## config.mk

```make
export PLATFORM = sky130hd
export DESIGN_NAME = core_debug_breakpoint_unit
export DESIGN_NICKNAME = d
export VERILOG_FILES = /design/src/shared/debug_break_pkg.sv /design/src/hw/core_debug_breakpoint_unit.sv
export SDC_FILE = /design/constraint.sdc
export NUM_CORES = 2
export LEC_CHECK = 0
export ABC_AREA = 1
export BUFFER_PORTS_ARGS = -buffer_cell sky130_fd_sc_hd__buf_2
export CAP_MARGIN = 10
export CORE_ASPECT_RATIO = 1.1
export CORE_MARGIN = 3
export CORE_UTILIZATION = 40
export CTS_BUF_LIST = sky130_fd_sc_hd__clkbuf_4 sky130_fd_sc_hd__clkbuf_8
export DETAILED_ROUTE_END_ITERATION = 12
export SLEW_MARGIN = 10
export SYNTH_ARGS = -nofsm -noshare
export SYNTH_HDL_FRONTEND = slang
export SYNTH_SLANG_ARGS = --single-unit
```

## constraint.sdc

```tcl
create_clock -name clk_i -period 5.9 [get_ports clk_i]
set_input_delay 0.59 -clock clk_i [delete_from_list [all_inputs] [get_ports clk_i]]
set_output_delay 0.59 -clock clk_i [all_outputs]
set_load 0.02 [all_outputs]
```

## src/shared/debug_break_pkg.sv

```systemverilog
// constants, field layouts and carrier types of the debug breakpoint unit
package debug_break_pkg;
  localparam int unsigned NUM_THREADS = 8;
  localparam int unsigned NUM_UNITS = 4;
  localparam int unsigned NUM_SCRATCH = 8;

  // word indices; byte address is four times the index
  localparam logic [7:0] IDX_SAVED_SP = 8'h12;
  localparam logic [7:0] IDX_THREAD_SELECT = 8'h13;
  localparam logic [7:0] IDX_REG_INDEX = 8'h14;
  localparam logic [7:0] IDX_CAUSE = 8'h15;
  localparam logic [7:0] IDX_EVENT_DATA = 8'h16;
  localparam logic [7:0] IDX_RUN_SUPPRESS = 8'h18;
  localparam logic [7:0] IDX_SCRATCH = 8'h20;
  localparam logic [7:0] IDX_INSTR_BREAK_MATCH_VALUE = 8'h30;
  localparam logic [7:0] IDX_IBREAK_CTRL = 8'h40;
  localparam logic [7:0] IDX_DWATCH_FIRST = 8'h50;
  localparam logic [7:0] IDX_DWATCH_SECOND = 8'h60;
  localparam logic [7:0] IDX_DWATCH_CTRL = 8'h70;
  localparam logic [7:0] IDX_RWATCH_MASK = 8'h80;
  localparam logic [7:0] IDX_RWATCH_VALUE = 8'h90;
  localparam logic [7:0] IDX_RWATCH_CTRL = 8'h9c;

  // field positions
  localparam int unsigned CTRL_ENABLE_BIT = 0;
  localparam int unsigned CTRL_COND_BIT = 1;
  localparam int unsigned CTRL_LOAD_BIT = 2;
  localparam int unsigned CTRL_THREAD_LSB = 16;
  localparam int unsigned CAUSE_LSB = 0;
  localparam int unsigned CAUSE_THREAD_LSB = 8;
  localparam int unsigned CAUSE_UNIT_LSB = 16;

  localparam logic [31:0] RESET_WORD = 32'h0000_0000;

  // cause codes
  localparam logic [2:0] CAUSE_NONE = 3'h0;
  localparam logic [2:0] CAUSE_HOST = 3'h1;
  localparam logic [2:0] CAUSE_CALL = 3'h2;
  localparam logic [2:0] CAUSE_IBREAK = 3'h3;
  localparam logic [2:0] CAUSE_DWATCH = 3'h4;
  localparam logic [2:0] CAUSE_RWATCH = 3'h5;

  typedef struct packed {
    logic [7:0] threads;
    logic load;
    logic cond;
    logic enable;
  } unit_ctrl_type;

  typedef struct packed {
    logic valid;
    logic [2:0] thread;
    logic [31:0] pc;
  } exec_type;

  typedef struct packed {
    logic valid;
    logic load;
    logic [2:0] thread;
    logic [31:0] addr;
  } mem_access_type;

  typedef struct packed {
    logic valid;
    logic [2:0] thread;
    logic [31:0] id;
  } resource_access_type;

  typedef struct packed {
    logic valid;
    logic [31:0] sp;
  } debug_entry_type;

  typedef struct packed {
    logic valid;
    logic [2:0] thread;
  } call_type;
endpackage

```

## src/hw/core_debug_breakpoint_unit.sv

```systemverilog
// debug state, breakpoint and watchpoint logic of one processor tile
`timescale 1ns/100ps
`default_nettype none
module core_debug_breakpoint_unit
  import debug_break_pkg::*;
(
  input wire logic clk_i,
  input wire logic rst_i,
  input wire logic cyc_i,
  input wire logic stb_i,
  input wire logic we_i,
  input wire logic [9:0] adr_i,
  input wire logic [3:0] sel_i,
  input wire logic [31:0] dat_i,
  output logic [31:0] dat_o,
  output logic ack_o,
  input wire logic debug_mode_i,
  input wire logic host_request_i,
  input wire call_type call_i,
  input wire debug_entry_type entry_i,
  input wire exec_type exec_i,
  input wire mem_access_type mem_i,
  input wire resource_access_type res_i,
  output logic debug_irq_o,
  output logic [7:0] thread_stop_o,
  output logic [7:0] thread_select_o,
  output logic [4:0] reg_index_o
);

  ////////////////////////////////////////////////////////////////////////////
  // helpers

  function automatic logic [31:0] merge(input logic [31:0] old, input logic [31:0] din,
                                        input logic [3:0] sel);
    logic [31:0] res;
    res = old;
    for (int b = 0; b < 4; b++) begin
      if (sel[b]) begin
        res[8*b +: 8] = din[8*b +: 8];
      end
    end
    return res;
  endfunction

  function automatic unit_ctrl_type to_ctrl(input logic [31:0] w);
    unit_ctrl_type c;
    c.threads = w[CTRL_THREAD_LSB +: 8];
    c.load = w[CTRL_LOAD_BIT];
    c.cond = w[CTRL_COND_BIT];
    c.enable = w[CTRL_ENABLE_BIT];
    return c;
  endfunction

  function automatic logic [31:0] from_ctrl(input unit_ctrl_type c);
    logic [31:0] w;
    w = RESET_WORD;
    w[CTRL_THREAD_LSB +: 8] = c.threads;
    w[CTRL_LOAD_BIT] = c.load;
    w[CTRL_COND_BIT] = c.cond;
    w[CTRL_ENABLE_BIT] = c.enable;
    return w;
  endfunction

  function automatic logic allowed(input unit_ctrl_type c, input logic [2:0] t);
    return c.enable && c.threads[t];
  endfunction

  function automatic logic [1:0] lowest(input logic [3:0] hits);
    logic [1:0] n;
    n = 2'h0;
    for (int i = NUM_UNITS - 1; i >= 0; i--) begin
      if (hits[i]) begin
        n = 2'(i);
      end
    end
    return n;
  endfunction

  ////////////////////////////////////////////////////////////////////////////
  // storage

  logic [31:0] saved_stack_pointer;
  logic [7:0] remote_read_thread_field;
  logic [4:0] remote_read_index_field;
  logic [2:0] cause_code_field;
  logic [7:0] cause_thread;
  logic [1:0] cause_unit;
  logic [31:0] debug_event_data;
  logic [7:0] thread_run_suppress;
  logic [31:0] debugger_scratch [NUM_SCRATCH];
  logic [31:0] instr_break_address [NUM_UNITS];
  unit_ctrl_type instr_break_control [NUM_UNITS];
  logic [31:0] data_watch_first_address [NUM_UNITS];
  logic [31:0] data_watch_second_address [NUM_UNITS];
  unit_ctrl_type data_watch_control [NUM_UNITS];
  logic [31:0] resource_watch_mask [NUM_UNITS];
  logic [31:0] resource_watch_value [NUM_UNITS];
  unit_ctrl_type resource_watch_control [NUM_UNITS];

  ////////////////////////////////////////////////////////////////////////////
  // bus decode

  logic [7:0] idx;
  logic bus_req;
  logic wr;
  logic [1:0] sub;
  logic [31:0] next_dat;

  assign idx = adr_i[9:2];
  assign sub = idx[1:0];
  assign bus_req = cyc_i && stb_i && !ack_o;
  assign wr = bus_req && we_i;

  always_ff @(posedge clk_i) begin
    if (rst_i) begin
      ack_o <= 1'b0;
      dat_o <= RESET_WORD;
    end else begin
      ack_o <= bus_req;
      dat_o <= bus_req ? next_dat : RESET_WORD;
    end
  end

  // reserved bits and unmapped words read as zero
  always_comb begin
    next_dat = RESET_WORD;
    if (idx == IDX_SAVED_SP) begin
      next_dat = saved_stack_pointer;
    end else if (idx == IDX_THREAD_SELECT) begin
      next_dat[7:0] = remote_read_thread_field;
    end else if (idx == IDX_REG_INDEX) begin
      next_dat[4:0] = remote_read_index_field;
    end else if (idx == IDX_CAUSE) begin
      next_dat[CAUSE_LSB +: 3] = cause_code_field;
      next_dat[CAUSE_THREAD_LSB +: 8] = cause_thread;
      next_dat[CAUSE_UNIT_LSB +: 2] = cause_unit;
    end else if (idx == IDX_EVENT_DATA) begin
      next_dat = debug_event_data;
    end else if (idx == IDX_RUN_SUPPRESS) begin
      next_dat[7:0] = thread_run_suppress;
    end else if (idx[7:3] == IDX_SCRATCH[7:3]) begin
      next_dat = debugger_scratch[idx[2:0]];
    end else if (idx[7:2] == IDX_INSTR_BREAK_MATCH_VALUE[7:2]) begin
      next_dat = instr_break_address[sub];
    end else if (idx[7:2] == IDX_IBREAK_CTRL[7:2]) begin
      next_dat = from_ctrl(instr_break_control[sub]) & ~32'h0000_0004;
    end else if (idx[7:2] == IDX_DWATCH_FIRST[7:2]) begin
      next_dat = data_watch_first_address[sub];
    end else if (idx[7:2] == IDX_DWATCH_SECOND[7:2]) begin
      next_dat = data_watch_second_address[sub];
    end else if (idx[7:2] == IDX_DWATCH_CTRL[7:2]) begin
      next_dat = from_ctrl(data_watch_control[sub]);
    end else if (idx[7:2] == IDX_RWATCH_MASK[7:2]) begin
      next_dat = resource_watch_mask[sub];
    end else if (idx[7:2] == IDX_RWATCH_VALUE[7:2]) begin
      next_dat = resource_watch_value[sub];
    end else if (idx[7:2] == IDX_RWATCH_CTRL[7:2]) begin
      next_dat = from_ctrl(resource_watch_control[sub]) & ~32'h0000_0004;
    end
  end

  ////////////////////////////////////////////////////////////////////////////
  // match logic

  logic [3:0] ib_hit;
  logic [3:0] dw_hit;
  logic [3:0] rw_hit;

  always_comb begin
    logic a;
    logic b;
    a = 1'b0;
    b = 1'b0;
    for (int i = 0; i < NUM_UNITS; i++) begin
      // equality, or inequality when the condition bit is set
      ib_hit[i] = exec_i.valid && allowed(instr_break_control[i], exec_i.thread) &&
                  ((exec_i.pc == instr_break_address[i]) != instr_break_control[i].cond);
      a = mem_i.addr == data_watch_first_address[i];
      b = mem_i.addr == data_watch_second_address[i];
      dw_hit[i] = mem_i.valid && allowed(data_watch_control[i], mem_i.thread) &&
                  (!mem_i.load || data_watch_control[i].load) &&
                  (data_watch_control[i].cond ? (a || b) : (a && b));
      // condition A: masked equal, B: masked differ
      a = ((res_i.id ^ resource_watch_value[i]) & resource_watch_mask[i]) == RESET_WORD;
      rw_hit[i] = res_i.valid && allowed(resource_watch_control[i], res_i.thread) &&
                  (resource_watch_control[i].cond ? !a : a);
    end
  end

  ////////////////////////////////////////////////////////////////////////////
  // event capture, host first then call, ibreak, dwatch, rwatch

  logic event_fire;
  logic [2:0] next_cause;
  logic [7:0] next_thread;
  logic [1:0] next_unit;
  logic [31:0] next_data;
  logic data_load;

  always_comb begin
    event_fire = !debug_mode_i;
    next_cause = CAUSE_NONE;
    next_thread = 8'h00;
    next_unit = 2'h0;
    next_data = RESET_WORD;
    data_load = 1'b0;
    if (host_request_i) begin
      next_cause = CAUSE_HOST;
    end else if (call_i.valid) begin
      next_cause = CAUSE_CALL;
      next_thread = {5'h00, call_i.thread};
    end else if (|ib_hit) begin
      next_cause = CAUSE_IBREAK;
      next_thread = {5'h00, exec_i.thread};
      next_unit = lowest(ib_hit);
    end else if (|dw_hit) begin
      next_cause = CAUSE_DWATCH;
      next_thread = {5'h00, mem_i.thread};
      next_unit = lowest(dw_hit);
      next_data = mem_i.addr;
      data_load = 1'b1;
    end else if (|rw_hit) begin
      next_cause = CAUSE_RWATCH;
      next_thread = {5'h00, res_i.thread};
      next_unit = lowest(rw_hit);
      next_data = res_i.id;
      data_load = 1'b1;
    end else begin
      event_fire = 1'b0;
    end
  end

  always_ff @(posedge clk_i) begin
    if (rst_i) begin
      debug_irq_o <= 1'b0;
    end else begin
      debug_irq_o <= event_fire;
    end
  end

  // hardware capture wins over a software write in the same cycle
  always_ff @(posedge clk_i) begin
    if (rst_i) begin
      cause_code_field <= CAUSE_NONE;
      cause_thread <= 8'h00;
      cause_unit <= 2'h0;
    end else if (event_fire) begin
      cause_code_field <= next_cause;
      cause_thread <= next_thread;
      cause_unit <= next_unit;
    end else if (wr && idx == IDX_CAUSE) begin
      if (sel_i[0]) cause_code_field <= dat_i[CAUSE_LSB +: 3];
      if (sel_i[1]) cause_thread <= dat_i[CAUSE_THREAD_LSB +: 8];
      if (sel_i[2]) cause_unit <= dat_i[CAUSE_UNIT_LSB +: 2];
    end
  end

  always_ff @(posedge clk_i) begin
    if (rst_i) begin
      debug_event_data <= RESET_WORD;
    end else if (event_fire && data_load) begin
      debug_event_data <= next_data;
    end else if (wr && idx == IDX_EVENT_DATA) begin
      debug_event_data <= merge(debug_event_data, dat_i, sel_i);
    end
  end

  always_ff @(posedge clk_i) begin
    if (rst_i) begin
      saved_stack_pointer <= RESET_WORD;
    end else if (entry_i.valid) begin
      saved_stack_pointer <= entry_i.sp;
    end else if (wr && idx == IDX_SAVED_SP) begin
      saved_stack_pointer <= merge(saved_stack_pointer, dat_i, sel_i);
    end
  end

  ////////////////////////////////////////////////////////////////////////////
  // plain software registers

  always_ff @(posedge clk_i) begin
    if (rst_i) begin
      remote_read_thread_field <= 8'h00;
      remote_read_index_field <= 5'h00;
      thread_run_suppress <= 8'h00;
    end else if (wr && sel_i[0]) begin
      if (idx == IDX_THREAD_SELECT) remote_read_thread_field <= dat_i[7:0];
      if (idx == IDX_REG_INDEX) remote_read_index_field <= dat_i[4:0];
      if (idx == IDX_RUN_SUPPRESS) thread_run_suppress <= dat_i[7:0];
    end
  end

  always_ff @(posedge clk_i) begin
    if (rst_i) begin
      thread_stop_o <= 8'h00;
      thread_select_o <= 8'h00;
      reg_index_o <= 5'h00;
    end else begin
      thread_stop_o <= debug_mode_i ? 8'h00 : thread_run_suppress;
      thread_select_o <= remote_read_thread_field;
      reg_index_o <= remote_read_index_field;
    end
  end

  always_ff @(posedge clk_i) begin
    if (rst_i) begin
      for (int i = 0; i < NUM_SCRATCH; i++) begin
        debugger_scratch[i] <= RESET_WORD;
      end
    end else if (wr && idx[7:3] == IDX_SCRATCH[7:3]) begin
      debugger_scratch[idx[2:0]] <= merge(debugger_scratch[idx[2:0]], dat_i, sel_i);
    end
  end

  always_ff @(posedge clk_i) begin
    if (rst_i) begin
      for (int i = 0; i < NUM_UNITS; i++) begin
        instr_break_address[i] <= RESET_WORD;
        data_watch_first_address[i] <= RESET_WORD;
        data_watch_second_address[i] <= RESET_WORD;
        resource_watch_mask[i] <= RESET_WORD;
        resource_watch_value[i] <= RESET_WORD;
      end
    end else if (wr) begin
      unique case (idx[7:2])
        IDX_INSTR_BREAK_MATCH_VALUE[7:2]: begin
          instr_break_address[sub] <= merge(instr_break_address[sub], dat_i, sel_i);
        end
        IDX_DWATCH_FIRST[7:2]: begin
          data_watch_first_address[sub] <= merge(data_watch_first_address[sub], dat_i, sel_i);
        end
        IDX_DWATCH_SECOND[7:2]: begin
          data_watch_second_address[sub] <= merge(data_watch_second_address[sub], dat_i, sel_i);
        end
        IDX_RWATCH_MASK[7:2]: begin
          resource_watch_mask[sub] <= merge(resource_watch_mask[sub], dat_i, sel_i);
        end
        IDX_RWATCH_VALUE[7:2]: begin
          resource_watch_value[sub] <= merge(resource_watch_value[sub], dat_i, sel_i);
        end
        default: begin
        end
      endcase
    end
  end

  // control words; the load bit exists only on data watchpoints
  always_ff @(posedge clk_i) begin
    if (rst_i) begin
      for (int i = 0; i < NUM_UNITS; i++) begin
        instr_break_control[i] <= '0;
        data_watch_control[i] <= '0;
        resource_watch_control[i] <= '0;
      end
    end else if (wr) begin
      if (idx[7:2] == IDX_IBREAK_CTRL[7:2]) begin
        instr_break_control[sub] <= to_ctrl(merge(from_ctrl(instr_break_control[sub]), dat_i, sel_i));
        instr_break_control[sub].load <= 1'b0;
      end
      if (idx[7:2] == IDX_DWATCH_CTRL[7:2]) begin
        data_watch_control[sub] <= to_ctrl(merge(from_ctrl(data_watch_control[sub]), dat_i, sel_i));
      end
      if (idx[7:2] == IDX_RWATCH_CTRL[7:2]) begin
        resource_watch_control[sub] <= to_ctrl(merge(from_ctrl(resource_watch_control[sub]), dat_i, sel_i));
        resource_watch_control[sub].load <= 1'b0;
      end
    end
  end

endmodule
`default_nettype wire

```

==> run_results.csv <==
group,metric,value,unit
detailed_routing,firstDrtPassIters,8,
clock_network,cts_buffers,198,
pwr,p_total,19.2,mW
clock_network,hold_buffers,55,
finish,area_delta_synth_final,12.6,%
grt,grt_pass1_wl,379000,µm
detailed_routing,drc,0,
finish,fin_util,0.454,
detailed_routing,final_antenna_net_count,0,
timing,finalClockSkew,71.4,ps
place,dp_slack,1690,ps
timing,setup_ws,1950,ps
yosys,synth-seq-cells,1173,
detailed_routing,viasPerCell,5.68,
timing,relSlewSlack,0.208,
yosys,synth_cells,7539,
pwr,p_leak,29.6,nW
floorplanning,dieArea,164000,µm²
yosys,synth_nets,7738,
setup_path,cp_max_fo,30,
setup_path,cpMaxStageDelayCell,"nand2_1",
floorplanning,initial_core_util,0.403,
timing,hold_viol,0,
floorplanning,io_pins,254,
floorplanning,row_count,153,
grt,grt_max_degree,116,
detailed_routing,drtIter0Drc,7438,
yosys,netlist_area,63700,µm²
timing,tightestPinTransition,1190,ps
finish,drive_above_1_share,0.117,
floorplanning,core_area,158000,µm²
yosys,synthArstFlopShare,0,
grt,overflow,0,
setup_path,cp_num_buf_inv,7,
grt,grt_pass1_vias,53700,
hold_path,hold_class,"primary input to register",
timing,drv_slew,0,
setup_path,cp_top_family,"buffers and inverters",
timing,rsz0062_at_grt,"no",
floorplanning,die_height,425,µm
yosys,synth_edf_count,1020,
clock_network,cts_sinks,1173,
place,gp_congestion,0.998,
yosys,synthFlopType,"edfxtp_1",
setup_path,path_cells,"nor2_1 > inv_1 > nor2_2 > buf_4 > inv_2 > nor2_1 > inv_2 > nor2_2 > inv_1 > nor2_1 > inv_1 > nand2_1 > buf_4",
clock_network,htreeDepth,4,
setup_path,max_stage_delay,640,ps
detailed_routing,routed_wirelength,270000,µm
place,io_buffer_count,251,
setup_path,required,6480,ps
clock_network,clk-insertion-delay-late,1010,ps
clock_network,clk_pin_slew_worst_paths,60,ps
timing,max_freq,253,MHz
yosys,ys_warn_count,0,
timing,setup_viol,0,
timing,fin_setup_tns,0,ps
setup_path,critPathKind,"register to register",
grt,antenna_found_initial,55,
clock_network,post_cts_buffers,0,
pwr,irDropWorstVdd,212,µV
pwr,p_per_area,268,nW/µm²
outcome,status,"complete, no violations",
clock_network,clockBufferDepth,3,
timing,timing.final.crit_share,0.669,
place,dpl.hpwl,191000,µm
detailed_routing,vias,57300,
yosys,synth_cell_types,65,
clock_network,cts.repair.resized,0,
clock_network,cts-root-buf,"clkbuf_8",
detailed_routing,wl_per_cell,26.8,µm
clock_network,cts_tree,"yes",
job,drv_cap,0,
setup_path,start_kind,"register",
yosys,syn_area_per_cell,8.46,µm²
setup_path,cp.arrival,4530,ps
setup_path,end_kind,"register",
timing,min_period,3950,ps
floorplanning,die_x,387,µm
timing,whs,74.5,ps
yosys,seq_area_frac_synth,0.529,
finish,final_nets,8011,
grt,grt.total_usage,0.319,
## metal layers
layer | part of all wire | vias to the layer above | track usage
li1 | - | 25700 | -
met1 | 0.38 | 27400 | 0.406
met2 | 0.43 | 3479 | 0.474
met3 | 0.11 | 764 | 0.0766
met4 | 0.085 | 18 | 0.237
met5 | 0.00046 | - | 0
## where the power goes
| part | switching [mW] | internal [mW] | total [mW] | leakage (nW) |
|---|---|---|---|---|
| logic | 1.75 | 0.618 | 2.36 | 15.8 |
| clock network | 3.58 | 3.85 | 7.43 | 2.07 |
| registers | 0.167 | 9.27 | 9.44 | 11.7 |
| total | 5.50 | 13.7 | 19.2 | 29.6 |
## kinds of logic (layout without fill, tap and decap cells)
kind of cell | Yosys count | in the layout | share of synthesized area
xor gates and xnor gates | 223 | 223 | 0.0308
other | 0 | 35 | 0
muxes | 14 | 14 | 0.00245
AOI/OAI and AO/OA | 1175 | 1175 | 0.124
DFF | 1173 | 1173 | 0.529
buffers and inverters | 1309 | 1732 | 0.0830
and+or+nand+nor | 3645 | 3645 | 0.231
## through the flow
stage,area [µm²],cells
after floorplan,63700,7539
after global placement,67200,9649
after detailed placement,67200,9649
after CTS,71700,10100
after global routing,71700,10100
final,71800,10100
## placed cells by master, fill, tap and decap left out, types with 57 or more instances in the layout
cell      instances
edfxtp_1       1020
nand2_1        1679
inv_1           853
o211ai_1         92
nand3_1         288
buf_4           126
a22oi_1         146
inv_2            65
xnor2_1         167
o22ai_1         242
clkbuf_8        208
nor2_1         1447
o221ai_1         57
clkbuf_4         63
buf_2           251
o21ai_0         194
a21oi_1         165
dfxtp_1         153
## flip-flops by register name (all words and copies together), names as in the netlist, 32 cells and up
signal                     flops
debug_event_data              32
data_watch_second_address    128
data_watch_control            44
debugger_scratch             256
resource_watch_value         128
resource_watch_control        40
instr_break_control           40
resource_watch_mask          128
data_watch_first_address     128
dat_o                         32
saved_stack_pointer           32
instr_break_address          128
## cell type report
type / instances / area, µm²
clock inverters: 79 / 559
diodes: 35 / 87.6
flip-flops and latches: 1173 / 33700
multi-input cells: 5057 / 24900
clock buffers: 271 / 3340
repair buffers: 447 / 3050
inverters: 935 / 3550
well taps: 2092 / 2620
fillers: 15700 / 86400
## final timing paths
check | slack (ps) | depth (start not counted) | from | endpoint
setup / recovery | 1950 | 13 | ack_o | resource_watch_mask[2][15]
hold / removal | 70 | 5 | sel_i[1] | debug_event_data[14]
setup reg to reg | 1950 | 13 | ack_o | resource_watch_mask[2][15]
hold reg to reg | 460 | 2 | saved_stack_pointer[22] | saved_stack_pointer[22]
## worst register-to-register path: cells and delay by family, from the launching register on
family	cells	cell delay, ps
buffers and inverters	7	1800
AND/OR/NAND/NOR	6	1420
flip-flops	1	310
## synth_stat cells (5+ instances only)
cell         n  area [µm²]
inv_2       66         248
nand3_1    288        1440
o21ai_1     52         260
o211ai_1    92         691
o22ai_1    242        1510
nor2_2       9        56.3
edfxtp_1  1020       30600
buf_1       40         150
a211oi_2    50         626
xor2_1      55         482
nand2_1   1682        6310
a31oi_1     10        62.6
inv_1      857        3220
o22a_1      16         140
and3_1      49         307
a21oi_1    165         826
a311oi_1    14         123
inv_4        8        50.1
or2_2       28         175
or2_0        9        56.3
buf_2      111         556
nor3_1      14        70.1
dfxtp_1    153        3060
a211oi_1    31         233
or2_1       38         238
buf_4       27         203
mux2_2       8        90.1
nor2_4      10         113
o221ai_1    57         499
nand2_2     13        81.3
nor2_1    1450        5440
mux2_1       5        56.3
a22oi_1    146        1100
buf_6       15         169
o21ai_0    201        1010
xnor2_1    167        1460
o21a_1      36         270
clkbuf_1   180         676
a221oi_1    47         412
nand4_1     34         213
Note: power is estimated with default switching activity, not from simulation.
